`config.mk`:
```
export PLATFORM = sky130hd
export DESIGN_NAME = lbts_top
export DESIGN_NICKNAME = d
export VERILOG_FILES = /design/src/rtl/lbts_pkg.sv /design/src/rtl/lbts_top.sv /design/src/rtl/lbts_slot_eval.sv /design/src/rtl/lbts_block_sel.sv
export SDC_FILE = /design/constraint.sdc
export NUM_CORES = 1
export LEC_CHECK = 0
export BUFFER_PORTS_ARGS = -buffer_cell sky130_fd_sc_hd__buf_4
export CORE_MARGIN = 2
export CORE_UTILIZATION = 51
export DETAILED_ROUTE_END_ITERATION = 6
export PLACE_DENSITY = 0.89
export SYNTH_ARGS = -nofsm -noshare
export SYNTH_HDL_FRONTEND = slang
export SYNTH_HIERARCHICAL = 1
export SYNTH_SLANG_ARGS = --single-unit
```
`constraint.sdc`:
```
create_clock -name sys_clk -period 6.3 [get_ports sys_clk]
set_clock_uncertainty 0.1 [all_clocks]
set_input_delay 0.945 -clock sys_clk [delete_from_list [all_inputs] [get_ports sys_clk]]
set_output_delay 0.945 -clock sys_clk [all_outputs]
set_load 0.05 [all_outputs]
```
`src/rtl/lbts_pkg.sv`:
```
// constants shared by the logic block table selection design
package lbts_pkg;

	// ****************************************
	// sizes
	// ****************************************
	localparam int NUM_BLOCKS  = 2;
	localparam int NUM_SLOTS   = 3;
	localparam int NUM_TABLES  = 6;
	localparam int COND_W      = 2;
	localparam int OP_W        = 3;
	localparam int TBL_W       = 3;
	localparam int FIELD_STEP  = 4;
	localparam int YOUT_W      = 16;

	// ****************************************
	// condition result codes
	// ****************************************
	localparam logic [1:0] COND_FALSE = 2'h0;
	localparam logic [1:0] COND_TRUE  = 2'h1;
	localparam logic [1:0] COND_ERROR = 2'h2;
	localparam logic [1:0] COND_NA    = 2'h3;

	// ****************************************
	// slot combining operator codes
	// ****************************************
	localparam logic [2:0] OP_DEFAULT  = 3'h0;
	localparam logic [2:0] OP_AND3     = 3'h1;
	localparam logic [2:0] OP_OR3      = 3'h2;
	localparam logic [2:0] OP_AND2_OR  = 3'h3;
	localparam logic [2:0] OP_OR2_AND  = 3'h4;

	// ****************************************
	// register byte offsets
	// ****************************************
	localparam logic [7:0] OFS_ENABLE  = 8'h00;
	localparam logic [7:0] OFS_OPER1   = 8'h04;
	localparam logic [7:0] OFS_OPER2   = 8'h08;
	localparam logic [7:0] OFS_TABLE1  = 8'h0C;
	localparam logic [7:0] OFS_TABLE2  = 8'h10;
	localparam logic [7:0] OFS_SELECT  = 8'h14;
	localparam logic [7:0] OFS_OUT1    = 8'h18;
	localparam logic [7:0] OFS_OUT2    = 8'h1C;

	// ****************************************
	// field positions and reset values
	// ****************************************
	localparam int SEL_POS2   = 8;
	localparam int NA_POS     = 16;
	localparam logic [10:0] RST_OPER   = 11'h011;
	localparam logic [10:0] RST_TABLE1 = 11'h321;
	localparam logic [10:0] RST_TABLE2 = 11'h654;
	localparam logic [1:0]  RST_ENABLE = 2'h0;

	// output full scale in tenths of a percent
	localparam logic [15:0] PCT_FULL  = 16'h03E8;

endpackage

```
`src/rtl/lbts_top.sv`:
```
// logic block table selection with output stage and apb registers
//
// Added by the designer: the register addresses and register access over APB.
`timescale 1ns/1ps
module lbts_top
	import lbts_pkg::*;
(
	// clock and reset
	input  wire logic        sys_clk,
	input  wire logic        rst_n,
	// apb slave
	input  wire logic        psel,
	input  wire logic        penable,
	input  wire logic        pwrite,
	input  wire logic [7:0]  paddr,
	input  wire logic [31:0] pwdata,
	output logic             pready,
	output logic [31:0]      prdata,
	output logic             pslverr,
	// condition results, 2 bits each, block/slot/condition order
	input  wire logic [35:0] condResult,
	// lookup table units
	input  wire logic [5:0]  ltXSrcSet,
	input  wire logic [5:0]  ltRespValid,
	input  wire logic [95:0] ltYOut,
	// logic block outputs
	output logic [31:0]      lbOutValue,
	output logic [1:0]       lbNotAvail,
	output logic [5:0]       lbSelTable
);

	// ****************************************
	// configuration registers
	// ****************************************
	logic [1:0]  lbEnable;
	logic [10:0] operCfg  [0:1];
	logic [10:0] tableCfg [0:1];

	// ****************************************
	// apb decode
	// ****************************************
	wire        access   = psel & penable & pready;
	wire        wrAccess = access & pwrite;
	wire        hitEn    = (paddr == OFS_ENABLE);
	wire        hitOp1   = (paddr == OFS_OPER1);
	wire        hitOp2   = (paddr == OFS_OPER2);
	wire        hitTb1   = (paddr == OFS_TABLE1);
	wire        hitTb2   = (paddr == OFS_TABLE2);
	wire        hitSel   = (paddr == OFS_SELECT);
	wire        hitOut1  = (paddr == OFS_OUT1);
	wire        hitOut2  = (paddr == OFS_OUT2);
	wire        mapped   = hitEn | hitOp1 | hitOp2 | hitTb1 | hitTb2 |
	                       hitSel | hitOut1 | hitOut2;
	// status registers are read only; writing them is refused
	wire        roHit    = hitSel | hitOut1 | hitOut2;
	wire        badAcc   = !mapped | (pwrite & roHit);
	wire [31:0] selWord  = {21'h0, lbSelTable[5:3], 5'h0,
	                        lbSelTable[2:0]};
	wire [31:0] out1Word = {15'h0, lbNotAvail[0], lbOutValue[15:0]};
	wire [31:0] out2Word = {15'h0, lbNotAvail[1], lbOutValue[31:16]};
	wire [31:0] readMux  =
		hitEn   ? {30'h0, lbEnable} :
		hitOp1  ? {21'h0, operCfg[0]} :
		hitOp2  ? {21'h0, operCfg[1]} :
		hitTb1  ? {21'h0, tableCfg[0]} :
		hitTb2  ? {21'h0, tableCfg[1]} :
		hitSel  ? selWord :
		hitOut1 ? out1Word :
		hitOut2 ? out2Word : 32'h0;

	// one wait state: pready rises in the second access cycle
	always_ff @(posedge sys_clk) begin
		if (!rst_n) begin
			pready  <= 1'b0;
			prdata  <= 32'h0;
			pslverr <= 1'b0;
		end else begin
			pready  <= psel & penable & !pready;
			prdata  <= (psel & penable & !pready & !pwrite) ? readMux : 32'h0;
			pslverr <= psel & penable & !pready & badAcc;
		end
	end

	// ****************************************
	// register writes
	// ****************************************
	always_ff @(posedge sys_clk) begin
		if (!rst_n) begin
			lbEnable    <= RST_ENABLE;
			operCfg[0]  <= RST_OPER;
			operCfg[1]  <= RST_OPER;
			tableCfg[0] <= RST_TABLE1;
			tableCfg[1] <= RST_TABLE2;
		end else if (wrAccess) begin
			if (hitEn)
				lbEnable <= pwdata[1:0];
			if (hitOp1)
				operCfg[0] <= pwdata[10:0];
			if (hitOp2)
				operCfg[1] <= pwdata[10:0];
			if (hitTb1)
				tableCfg[0] <= pwdata[10:0];
			if (hitTb2)
				tableCfg[1] <= pwdata[10:0];
		end
	end

	// ****************************************
	// slot evaluation
	// ****************************************
	logic [5:0] slotHit;
	logic [1:0] selSlot [0:1];
	logic [2:0] next_sel   [0:1];
	logic       next_na    [0:1];
	logic [15:0] next_out  [0:1];

	genvar s;
	generate
		for (s = 0; s < NUM_BLOCKS*NUM_SLOTS; s++) begin : g_slot
			lbts_slot_eval u_eval (
				.oper (operCfg[s/3][(s%3)*FIELD_STEP +: OP_W]),
				.cond (condResult[s*6 +: 6]),
				.hit  (slotHit[s])
			);
		end
	endgenerate

	// ****************************************
	// per-block selection and output stage
	// ****************************************
	genvar b;
	generate
		for (b = 0; b < NUM_BLOCKS; b++) begin : g_blk
			wire [2:0]  tblNum;
			wire        tblOk;
			wire [2:0]  tIdx;
			wire        avail;
			wire [15:0] yVal;

			lbts_block_sel u_sel (
				.slotHit (slotHit[b*3 +: 3]),
				.selSlot (selSlot[b])
			);

			assign tblNum = tableCfg[b][selSlot[b]*FIELD_STEP +: TBL_W];
			// out-of-range table numbers behave as an unconfigured table
			assign tblOk  = (tblNum != 3'h0) && (tblNum <= 3'h6);
			assign tIdx   = tblOk ? (tblNum - 3'h1) : 3'h0;
			assign avail  = tblOk & ltXSrcSet[tIdx] &
			                ltRespValid[tIdx];
			assign yVal   = ltYOut[{tIdx, 4'h0} +: YOUT_W];

			always_comb begin
				next_sel[b] = lbEnable[b] ? tblNum : 3'h0;
				next_na[b]  = !(lbEnable[b] & avail);
				if (lbEnable[b] & avail) begin
					// clamp keeps the value inside 0..100.0 percent
					next_out[b] = (yVal > PCT_FULL) ? PCT_FULL : yVal;
				end else begin
					next_out[b] = 16'h0;
				end
			end

			always_ff @(posedge sys_clk) begin
				if (!rst_n) begin
					lbSelTable[b*3 +: 3]   <= 3'h0;
					lbNotAvail[b]          <= 1'b1;
					lbOutValue[b*16 +: 16] <= 16'h0;
				end else begin
					lbSelTable[b*3 +: 3]   <= next_sel[b];
					lbNotAvail[b]          <= next_na[b];
					lbOutValue[b*16 +: 16] <= next_out[b];
				end
			end
		end
	endgenerate

	// ****************************************
	// checks on block 1, reset values of both blocks and output range of both blocks
	// ****************************************
	wire [5:0] c1A = condResult[5:0];
	wire [2:0] op1A = operCfg[0][2:0];
	wire [2:0] op1B = operCfg[0][6:4];

	property p_reset_cfg;
		@(posedge sys_clk) disable iff (!rst_n)
		!$past(rst_n) |-> (operCfg[0] == RST_OPER) &&
			(operCfg[1] == RST_OPER) && (lbEnable == 2'h0);
	endproperty
	a_reset_cfg: assert property (p_reset_cfg)
		else $error("operator or enable reset value wrong");

	property p_reset_tbl;
		@(posedge sys_clk) disable iff (!rst_n)
		!$past(rst_n) |-> (tableCfg[0] == RST_TABLE1) &&
			(tableCfg[1] == RST_TABLE2);
	endproperty
	a_reset_tbl: assert property (p_reset_tbl)
		else $error("table map reset value wrong");

	property p_default_a;
		@(posedge sys_clk) disable iff (!rst_n)
		(lbEnable[0] && op1A == OP_DEFAULT) |=>
			lbSelTable[2:0] == $past(tableCfg[0][2:0]);
	endproperty
	a_default_a: assert property (p_default_a)
		else $error("default slot A not selected");

	property p_and_na;
		@(posedge sys_clk) disable iff (!rst_n)
		(lbEnable[0] && op1A == OP_AND3 && c1A[1:0] == COND_NA &&
			c1A[3:2] == COND_TRUE && c1A[5:4] == COND_NA) |=>
			lbSelTable[2:0] == $past(tableCfg[0][2:0]);
	endproperty
	a_and_na: assert property (p_and_na)
		else $error("n/a not treated as true under AND3");

	property p_and_err;
		@(posedge sys_clk) disable iff (!rst_n)
		(lbEnable[0] && op1A == OP_AND3 && c1A[1:0] == COND_ERROR &&
			op1B == OP_DEFAULT && tableCfg[0][6:4] != tableCfg[0][2:0]) |=>
			lbSelTable[2:0] == $past(tableCfg[0][6:4]);
	endproperty
	a_and_err: assert property (p_and_err)
		else $error("error condition did not skip to slot B");

	property p_or_na;
		@(posedge sys_clk) disable iff (!rst_n)
		(lbEnable[0] && op1A == OP_OR3 && c1A == 6'h3E &&
			op1B == OP_DEFAULT) |=>
			lbSelTable[2:0] == $past(tableCfg[0][6:4]);
	endproperty
	a_or_na: assert property (p_or_na)
		else $error("error or n/a selected under OR3");

	property p_fallback;
		@(posedge sys_clk) disable iff (!rst_n)
		(lbEnable[0] && slotHit[2:0] == 3'h0) |=>
			lbSelTable[2:0] == $past(tableCfg[0][2:0]);
	endproperty
	a_fallback: assert property (p_fallback)
		else $error("no hit did not fall back to slot A");

	property p_disabled;
		@(posedge sys_clk) disable iff (!rst_n)
		!lbEnable[0] |=> (lbSelTable[2:0] == 3'h0) && lbNotAvail[0] &&
			(lbOutValue[15:0] == 16'h0);
	endproperty
	a_disabled: assert property (p_disabled)
		else $error("disabled block still selecting");

	property p_no_xsrc;
		@(posedge sys_clk) disable iff (!rst_n)
		(g_blk[0].tblOk && !ltXSrcSet[g_blk[0].tIdx]) |=> lbNotAvail[0];
	endproperty
	a_no_xsrc: assert property (p_no_xsrc)
		else $error("missing x source not flagged");

	property p_pass_y;
		@(posedge sys_clk) disable iff (!rst_n)
		(lbEnable[0] && g_blk[0].avail && g_blk[0].yVal <= PCT_FULL) |=>
			!lbNotAvail[0] && lbOutValue[15:0] == $past(g_blk[0].yVal);
	endproperty
	a_pass_y: assert property (p_pass_y)
		else $error("y output not passed through");

	property p_range;
		@(posedge sys_clk) disable iff (!rst_n)
		lbOutValue[15:0] <= PCT_FULL && lbOutValue[31:16] <= PCT_FULL;
	endproperty
	a_range: assert property (p_range)
		else $error("output above full scale");

	// ****************************************
	// checks on operators, block 2 and enables
	// ****************************************
	property p_and2_or;
		@(posedge sys_clk) disable iff (!rst_n)
		(lbEnable[0] && op1A == OP_AND2_OR && c1A[5:4] == COND_TRUE) |=>
			lbSelTable[2:0] == $past(tableCfg[0][2:0]);
	endproperty
	a_and2_or: assert property (p_and2_or)
		else $error("third true did not select under code 3");

	property p_or2_and;
		@(posedge sys_clk) disable iff (!rst_n)
		(lbEnable[0] && op1A == OP_OR2_AND && c1A[5:4] != COND_TRUE &&
			op1B == OP_DEFAULT && tableCfg[0][6:4] != tableCfg[0][2:0]) |=>
			lbSelTable[2:0] == $past(tableCfg[0][6:4]);
	endproperty
	a_or2_and: assert property (p_or2_and)
		else $error("code 4 selected without third true");

	// codes above 4 are stored but must never pick their slot
	property p_bad_code;
		@(posedge sys_clk) disable iff (!rst_n)
		(lbEnable[0] && op1A > OP_OR2_AND && op1B == OP_DEFAULT &&
			tableCfg[0][6:4] != tableCfg[0][2:0]) |=>
			lbSelTable[2:0] == $past(tableCfg[0][6:4]);
	endproperty
	a_bad_code: assert property (p_bad_code)
		else $error("undefined operator code selected slot A");

	property p_blk2_order;
		@(posedge sys_clk) disable iff (!rst_n)
		(lbEnable[1] && slotHit[5:3] == 3'h4) |=>
			lbSelTable[5:3] == $past(tableCfg[1][10:8]);
	endproperty
	a_blk2_order: assert property (p_blk2_order)
		else $error("block 2 slot C not chosen after A and B miss");

	property p_sel_blk2;
		@(posedge sys_clk) disable iff (!rst_n)
		lbEnable[1] |=> lbSelTable[5:3] == $past(g_blk[1].tblNum);
	endproperty
	a_sel_blk2: assert property (p_sel_blk2)
		else $error("block 2 selected table not published");

	property p_enable_wr;
		@(posedge sys_clk) disable iff (!rst_n)
		(wrAccess && hitEn) |=> lbEnable == $past(pwdata[1:0]);
	endproperty
	a_enable_wr: assert property (p_enable_wr)
		else $error("enable write not stored");

	property p_na_zero;
		@(posedge sys_clk) disable iff (!rst_n)
		(lbNotAvail[0] |-> lbOutValue[15:0] == 16'h0) and
			(lbNotAvail[1] |-> lbOutValue[31:16] == 16'h0);
	endproperty
	a_na_zero: assert property (p_na_zero)
		else $error("unavailable output not held at zero");

endmodule

```
`src/rtl/lbts_slot_eval.sv`:
```
// one slot: combines three condition results with its operator
`timescale 1ns/1ps
module lbts_slot_eval
	import lbts_pkg::*;
(
	// configuration
	input  wire logic [OP_W-1:0] oper,
	// condition results, first in the low bits
	input  wire logic [5:0]      cond,
	// result
	output logic                 hit
);
	wire c1True = (cond[1:0] == COND_TRUE);
	wire c2True = (cond[3:2] == COND_TRUE);
	wire c3True = (cond[5:4] == COND_TRUE);
	// not applicable passes the all-three AND as true
	wire c1Pass = c1True | (cond[1:0] == COND_NA);
	wire c2Pass = c2True | (cond[3:2] == COND_NA);
	wire c3Pass = c3True | (cond[5:4] == COND_NA);

	always_comb begin
		case (oper)
			OP_DEFAULT: hit = 1'b1;
			OP_AND3:    hit = c1Pass & c2Pass & c3Pass;
			OP_OR3:     hit = c1True | c2True | c3True;
			OP_AND2_OR: hit = (c1True & c2True) | c3True;
			OP_OR2_AND: hit = (c1True | c2True) & c3True;
			// undefined codes never select
			default:    hit = 1'b0;
		endcase
	end
endmodule

```
`src/rtl/lbts_block_sel.sv`:
```
// priority pick of the first hitting slot of one logic block
`timescale 1ns/1ps
module lbts_block_sel
	import lbts_pkg::*;
(
	// slot results, slot A in bit 0
	input  wire logic [2:0] slotHit,
	// chosen slot index, 0 = A
	output logic [1:0]      selSlot
);
	always_comb begin
		// earlier slots shadow later ones; none hits means A
		if (slotHit[0]) begin
			selSlot = 2'h0;
		end else if (slotHit[1]) begin
			selSlot = 2'h1;
		end else if (slotHit[2]) begin
			selSlot = 2'h2;
		end else begin
			selSlot = 2'h0;
		end
	end
endmodule

```
==> Flow_metrics.wiki <==
{| class="wikitable"
! Metric !! Value
|-
| Result of the run || completed
|-
| Aggregate global routing overflow || 0
|-
| Post-synthesis instance area || 0.007148 mm²
|-
| Effective utilization at floorplan || 0.5190
|-
| Row count || 43
|-
| Timing-limited maximum frequency || 0.1743 GHz
|-
| Global routing usage summed across all routing layers || 0.3376
|-
| Via count of the first global-routing pass || 6,913
|-
| Root buffer cell || sky130_fd_sc_hd__clkbuf_16
|-
| FFs w/ async S/R, synth || 0
|-
| Insertion delay to the later sink of the worst-skew pair || 350 ps
|-
| Total Power || 0.001910 W
|-
| Clock transition time at the flip-flop clock pins of the worst setup and hold paths || 70 ps
|-
| Number of buffers inserted during clock tree synthesis || 9
|-
| Fraction of the mapped netlist area in adder cells || 0.01050
|-
| Clock H-tree levels || 3
|-
| Maximum count of clock buffers along a single path || 2
|-
| Routed length per placed instance || 22.12 µm
|-
| Synth warn || 6
|-
| Commonest non-fill, non-tap cells in the layout || 247 x sky130_fd_sc_hd__buf_4, 61 x sky130_fd_sc_hd__dfxtp_1, 55 x sky130_fd_sc_hd__nor2_1
|-
| Count of pins over their slew limit || 0
|-
| Min-delay src || lbOutValue[12]
|-
| Total non-filler cell area in the finished layout || 0.009275 mm²
|-
| Yosys reg bits || 105
|-
| Port Buf Inserts || 226
|-
| Total power divided by cell area || 205.9 mW/mm²
|-
| Class of the most critical hold timing path || reg -> reg
|-
| Most frequently used flop master after synthesis || sky130_fd_sc_hd__dfxtp_1
|-
| Number of gates resized after CTS || 0
|-
| Final setup slack of the worst path || 563.1 ps
|-
| Global-route wire length before repair || 38,120 µm
|-
| Remaining design rule violation count || 0
|-
| Worst R2R Start || operCfg[0][19]
|-
| Final setup violation count || 0
|-
| Total Wirelength || 25,460 µm
|-
| RSZ-0062 raised after global routing || no
|-
| Max-cap viol count || 0
|-
| Count of final hold-check violations || 0
|-
| Critical path endpoint category || register
|-
| Setup repair bufs after CTS || 0
|-
| Fraction of the yosys area taken by sequential cells || 0.3557
|-
| # IOs || 263
|-
| Setup TNS || 0 ps
|-
| Most common cell after layout, fill and taps aside || sky130_fd_sc_hd__buf_4
|-
| Setup Crit Path Kind || in -> reg
|-
| Number of nets at the end of the flow || 1,161
|-
| Required arrival time at the worst endpoint || 6410 ps
|-
| Launching element type of the critical path || input pin
|-
| Detailed-router iteration count before antenna repair || 7
|-
| Post-Place Cell Area || 0.009004 mm²
|-
| Die outline width || 122.4 µm
|-
| Xor-xnor portion of the synthesized cell area || 0.003501
|-
| Antenna Nets Post-Route || 0
|-
| Hold path cells || 2
|-
| Number of hold-repair buffers added at the cts stage || 0
|-
| Worst endpoint data arrival time || 5850 ps
|-
| Number of different library cells in the post-synthesis netlist || 93
|-
| Pleak || 3.873 nW
|-
| Clock net sink count || 105
|-
| Number of antenna cells inserted || 0
|-
| Max VDD drop || 0.2160 mV
|-
| Synth Instances || 735
|-
| Tmin final || 5737 ps
|-
| Slew of the pin with the lowest slew margin || 1254 ps
|-
| Reg-to-Reg End || lbOutValue[16]
|-
| Area growth, synth to finish || 29.76%
|-
| Drt initial violations || 855
|-
| Vias per Instance || 6.329
|-
| Setup crit start || condResult[31]
|-
| Die Outline Area || 0.01498 mm²
|-
| Share of the clock period used by the worst path after layout || 0.9106
|-
| Initial antenna violation count || 0
|-
| Post-Syn Area per Cell || 9.725 µm²
|-
| Combinational family with the most area after synthesis || compound AO/OA/AOI/OAI gates
|-
| Proportion of layout cells with a drive suffix above 1 || 0.3543
|-
| Final Wtd Congestion || 1.008
|-
| TritonCTS clock tree || done
|-
| Largest net degree at the start of global routing || 38
|-
| Detail Placement HPWL || 20,160 µm
|-
| Pre-CTS setup slack || 444.1 ps
|-
| Destination of the worst hold path || prdata[12]
|-
| # fillers || 1,122
|-
| Top fanout value on the critical path || 10
|-
| Mux share of post-synthesis cell area || 0.1196
|-
| Max_slew headroom || 0.1643
|-
| R2r worst-path depth || 14
|-
| Area share of and/or/nand/nor cells after synthesis || 0.1883
|-
| Via count || 7,285
|-
| Placeable core area || 0.01377 mm²
|-
| Count of flip-flops with a built-in enable after synthesis || 44
|-
| Area fraction in compound gates after synthesis || 0.2615
|-
| Die Y-Extent || 122.4 µm
|-
| Register-to-register setup slack || 920 ps
|}
## critical path: stages
cell,delay [ps]
sky130_fd_sc_hd__buf_4,110
sky130_fd_sc_hd__nor2b_2,140
sky130_fd_sc_hd__o21bai_1,90
sky130_fd_sc_hd__a221oi_2,320
sky130_fd_sc_hd__nor3b_2,560
sky130_fd_sc_hd__nand3b_1,180
sky130_fd_sc_hd__o21a_1,330
sky130_fd_sc_hd__inv_4,190
sky130_fd_sc_hd__ha_1,340
sky130_fd_sc_hd__inv_1,210
sky130_fd_sc_hd__a311oi_4,590
sky130_fd_sc_hd__mux2_2,410
sky130_fd_sc_hd__a222oi_1,700
sky130_fd_sc_hd__nand3b_1,210
sky130_fd_sc_hd__nor2_1,100
sky130_fd_sc_hd__a2111oi_1,420
## Yosys cell counts, types with 13 or more instances
cell / instances / area, µm²
sky130_fd_sc_hd__a21oi_1: 37 / 185.2
sky130_fd_sc_hd__a31oi_1: 20 / 125.1
sky130_fd_sc_hd__and2_1: 20 / 125.1
sky130_fd_sc_hd__buf_4: 22 / 165.2
sky130_fd_sc_hd__clkbuf_1: 13 / 48.80
sky130_fd_sc_hd__dfxtp_1: 61 / 1221
sky130_fd_sc_hd__edfxtp_1: 44 / 1321
sky130_fd_sc_hd__inv_1: 19 / 71.32
sky130_fd_sc_hd__mux2_2: 15 / 168.9
sky130_fd_sc_hd__mux2i_1: 46 / 460.4
sky130_fd_sc_hd__nand2_1: 46 / 172.7
sky130_fd_sc_hd__nand3_1: 15 / 75.07
sky130_fd_sc_hd__nor2_1: 55 / 206.5
sky130_fd_sc_hd__nor3_1: 19 / 95.09
sky130_fd_sc_hd__o21ai_0: 31 / 155.2
## layer usage
metal / vias up / GRT usage / wire length (µm)
met5: - / 0 / 0
met4: 0 / 0.09698 / 696
met3: 76 / 0.08364 / 2746
met2: 478 / 0.5583 / 12300
met1: 3475 / 0.4385 / 9714
li1: 3256 / - / -
## cells by family after synthesis
logic type | Yosys count
xor+xnor | 2
flops | 105
fa+ha+maj | 6
mux | 71
buf+inv | 78
other cells | 1
compound gates | 232
simple gates | 240
## flip-flops by register name, indices dropped and copies added, names as in the netlist
register    count
prdata         17
lbEnable        2
tableCfg       22
operCfg        22
lbSelTable      6
lbOutValue     32
lbNotAvail      2
pready          1
pslverr         1
## metrics by stage
stage | hold WS [ps] | util | instances
after floorplan | 353.3 | - | 761
after global placement | 370.1 | 0.6537 | 1135
after detailed placement | 396.8 | 0.6537 | 1135
after CTS | 411.0 | 0.6734 | 1151
after global routing | 444.7 | 0.6734 | 1151
final | 404.3 | 0.6734 | 1151
## where the power goes
group          total, W  internal (W)  switching [W]  leakage, nW
clock          0.000522      0.000272       0.000250        0.135
combinational  0.000661      0.000265       0.000396         2.83
sequential     0.000727      0.000718     0.00000852        0.913
## final cells by class
class                           count  area [µm²]  share of cell area
Clock buffer                       11       232.7             0.02509
Clock inverter                      5       38.79            0.004182
Inverter                           25       96.34             0.01039
Timing Repair Buffer              247        1854              0.1999
Multi-Input combinational cell    578        4285              0.4620
Sequential cell                   105        2542              0.2741
Tap cell                          180       225.2             0.02428
## worst max-delay path by stage
stage	to	slack (ps)
after global placement	lbOutValue[16]	570
after CTS	lbOutValue[16]	680
final	lbOutValue[16]	560
after floorplan	lbOutValue[16]	1230
after detailed placement	lbOutValue[16]	440
after global routing	lbOutValue[16]	410
Power figures use the tool's default switching activity.
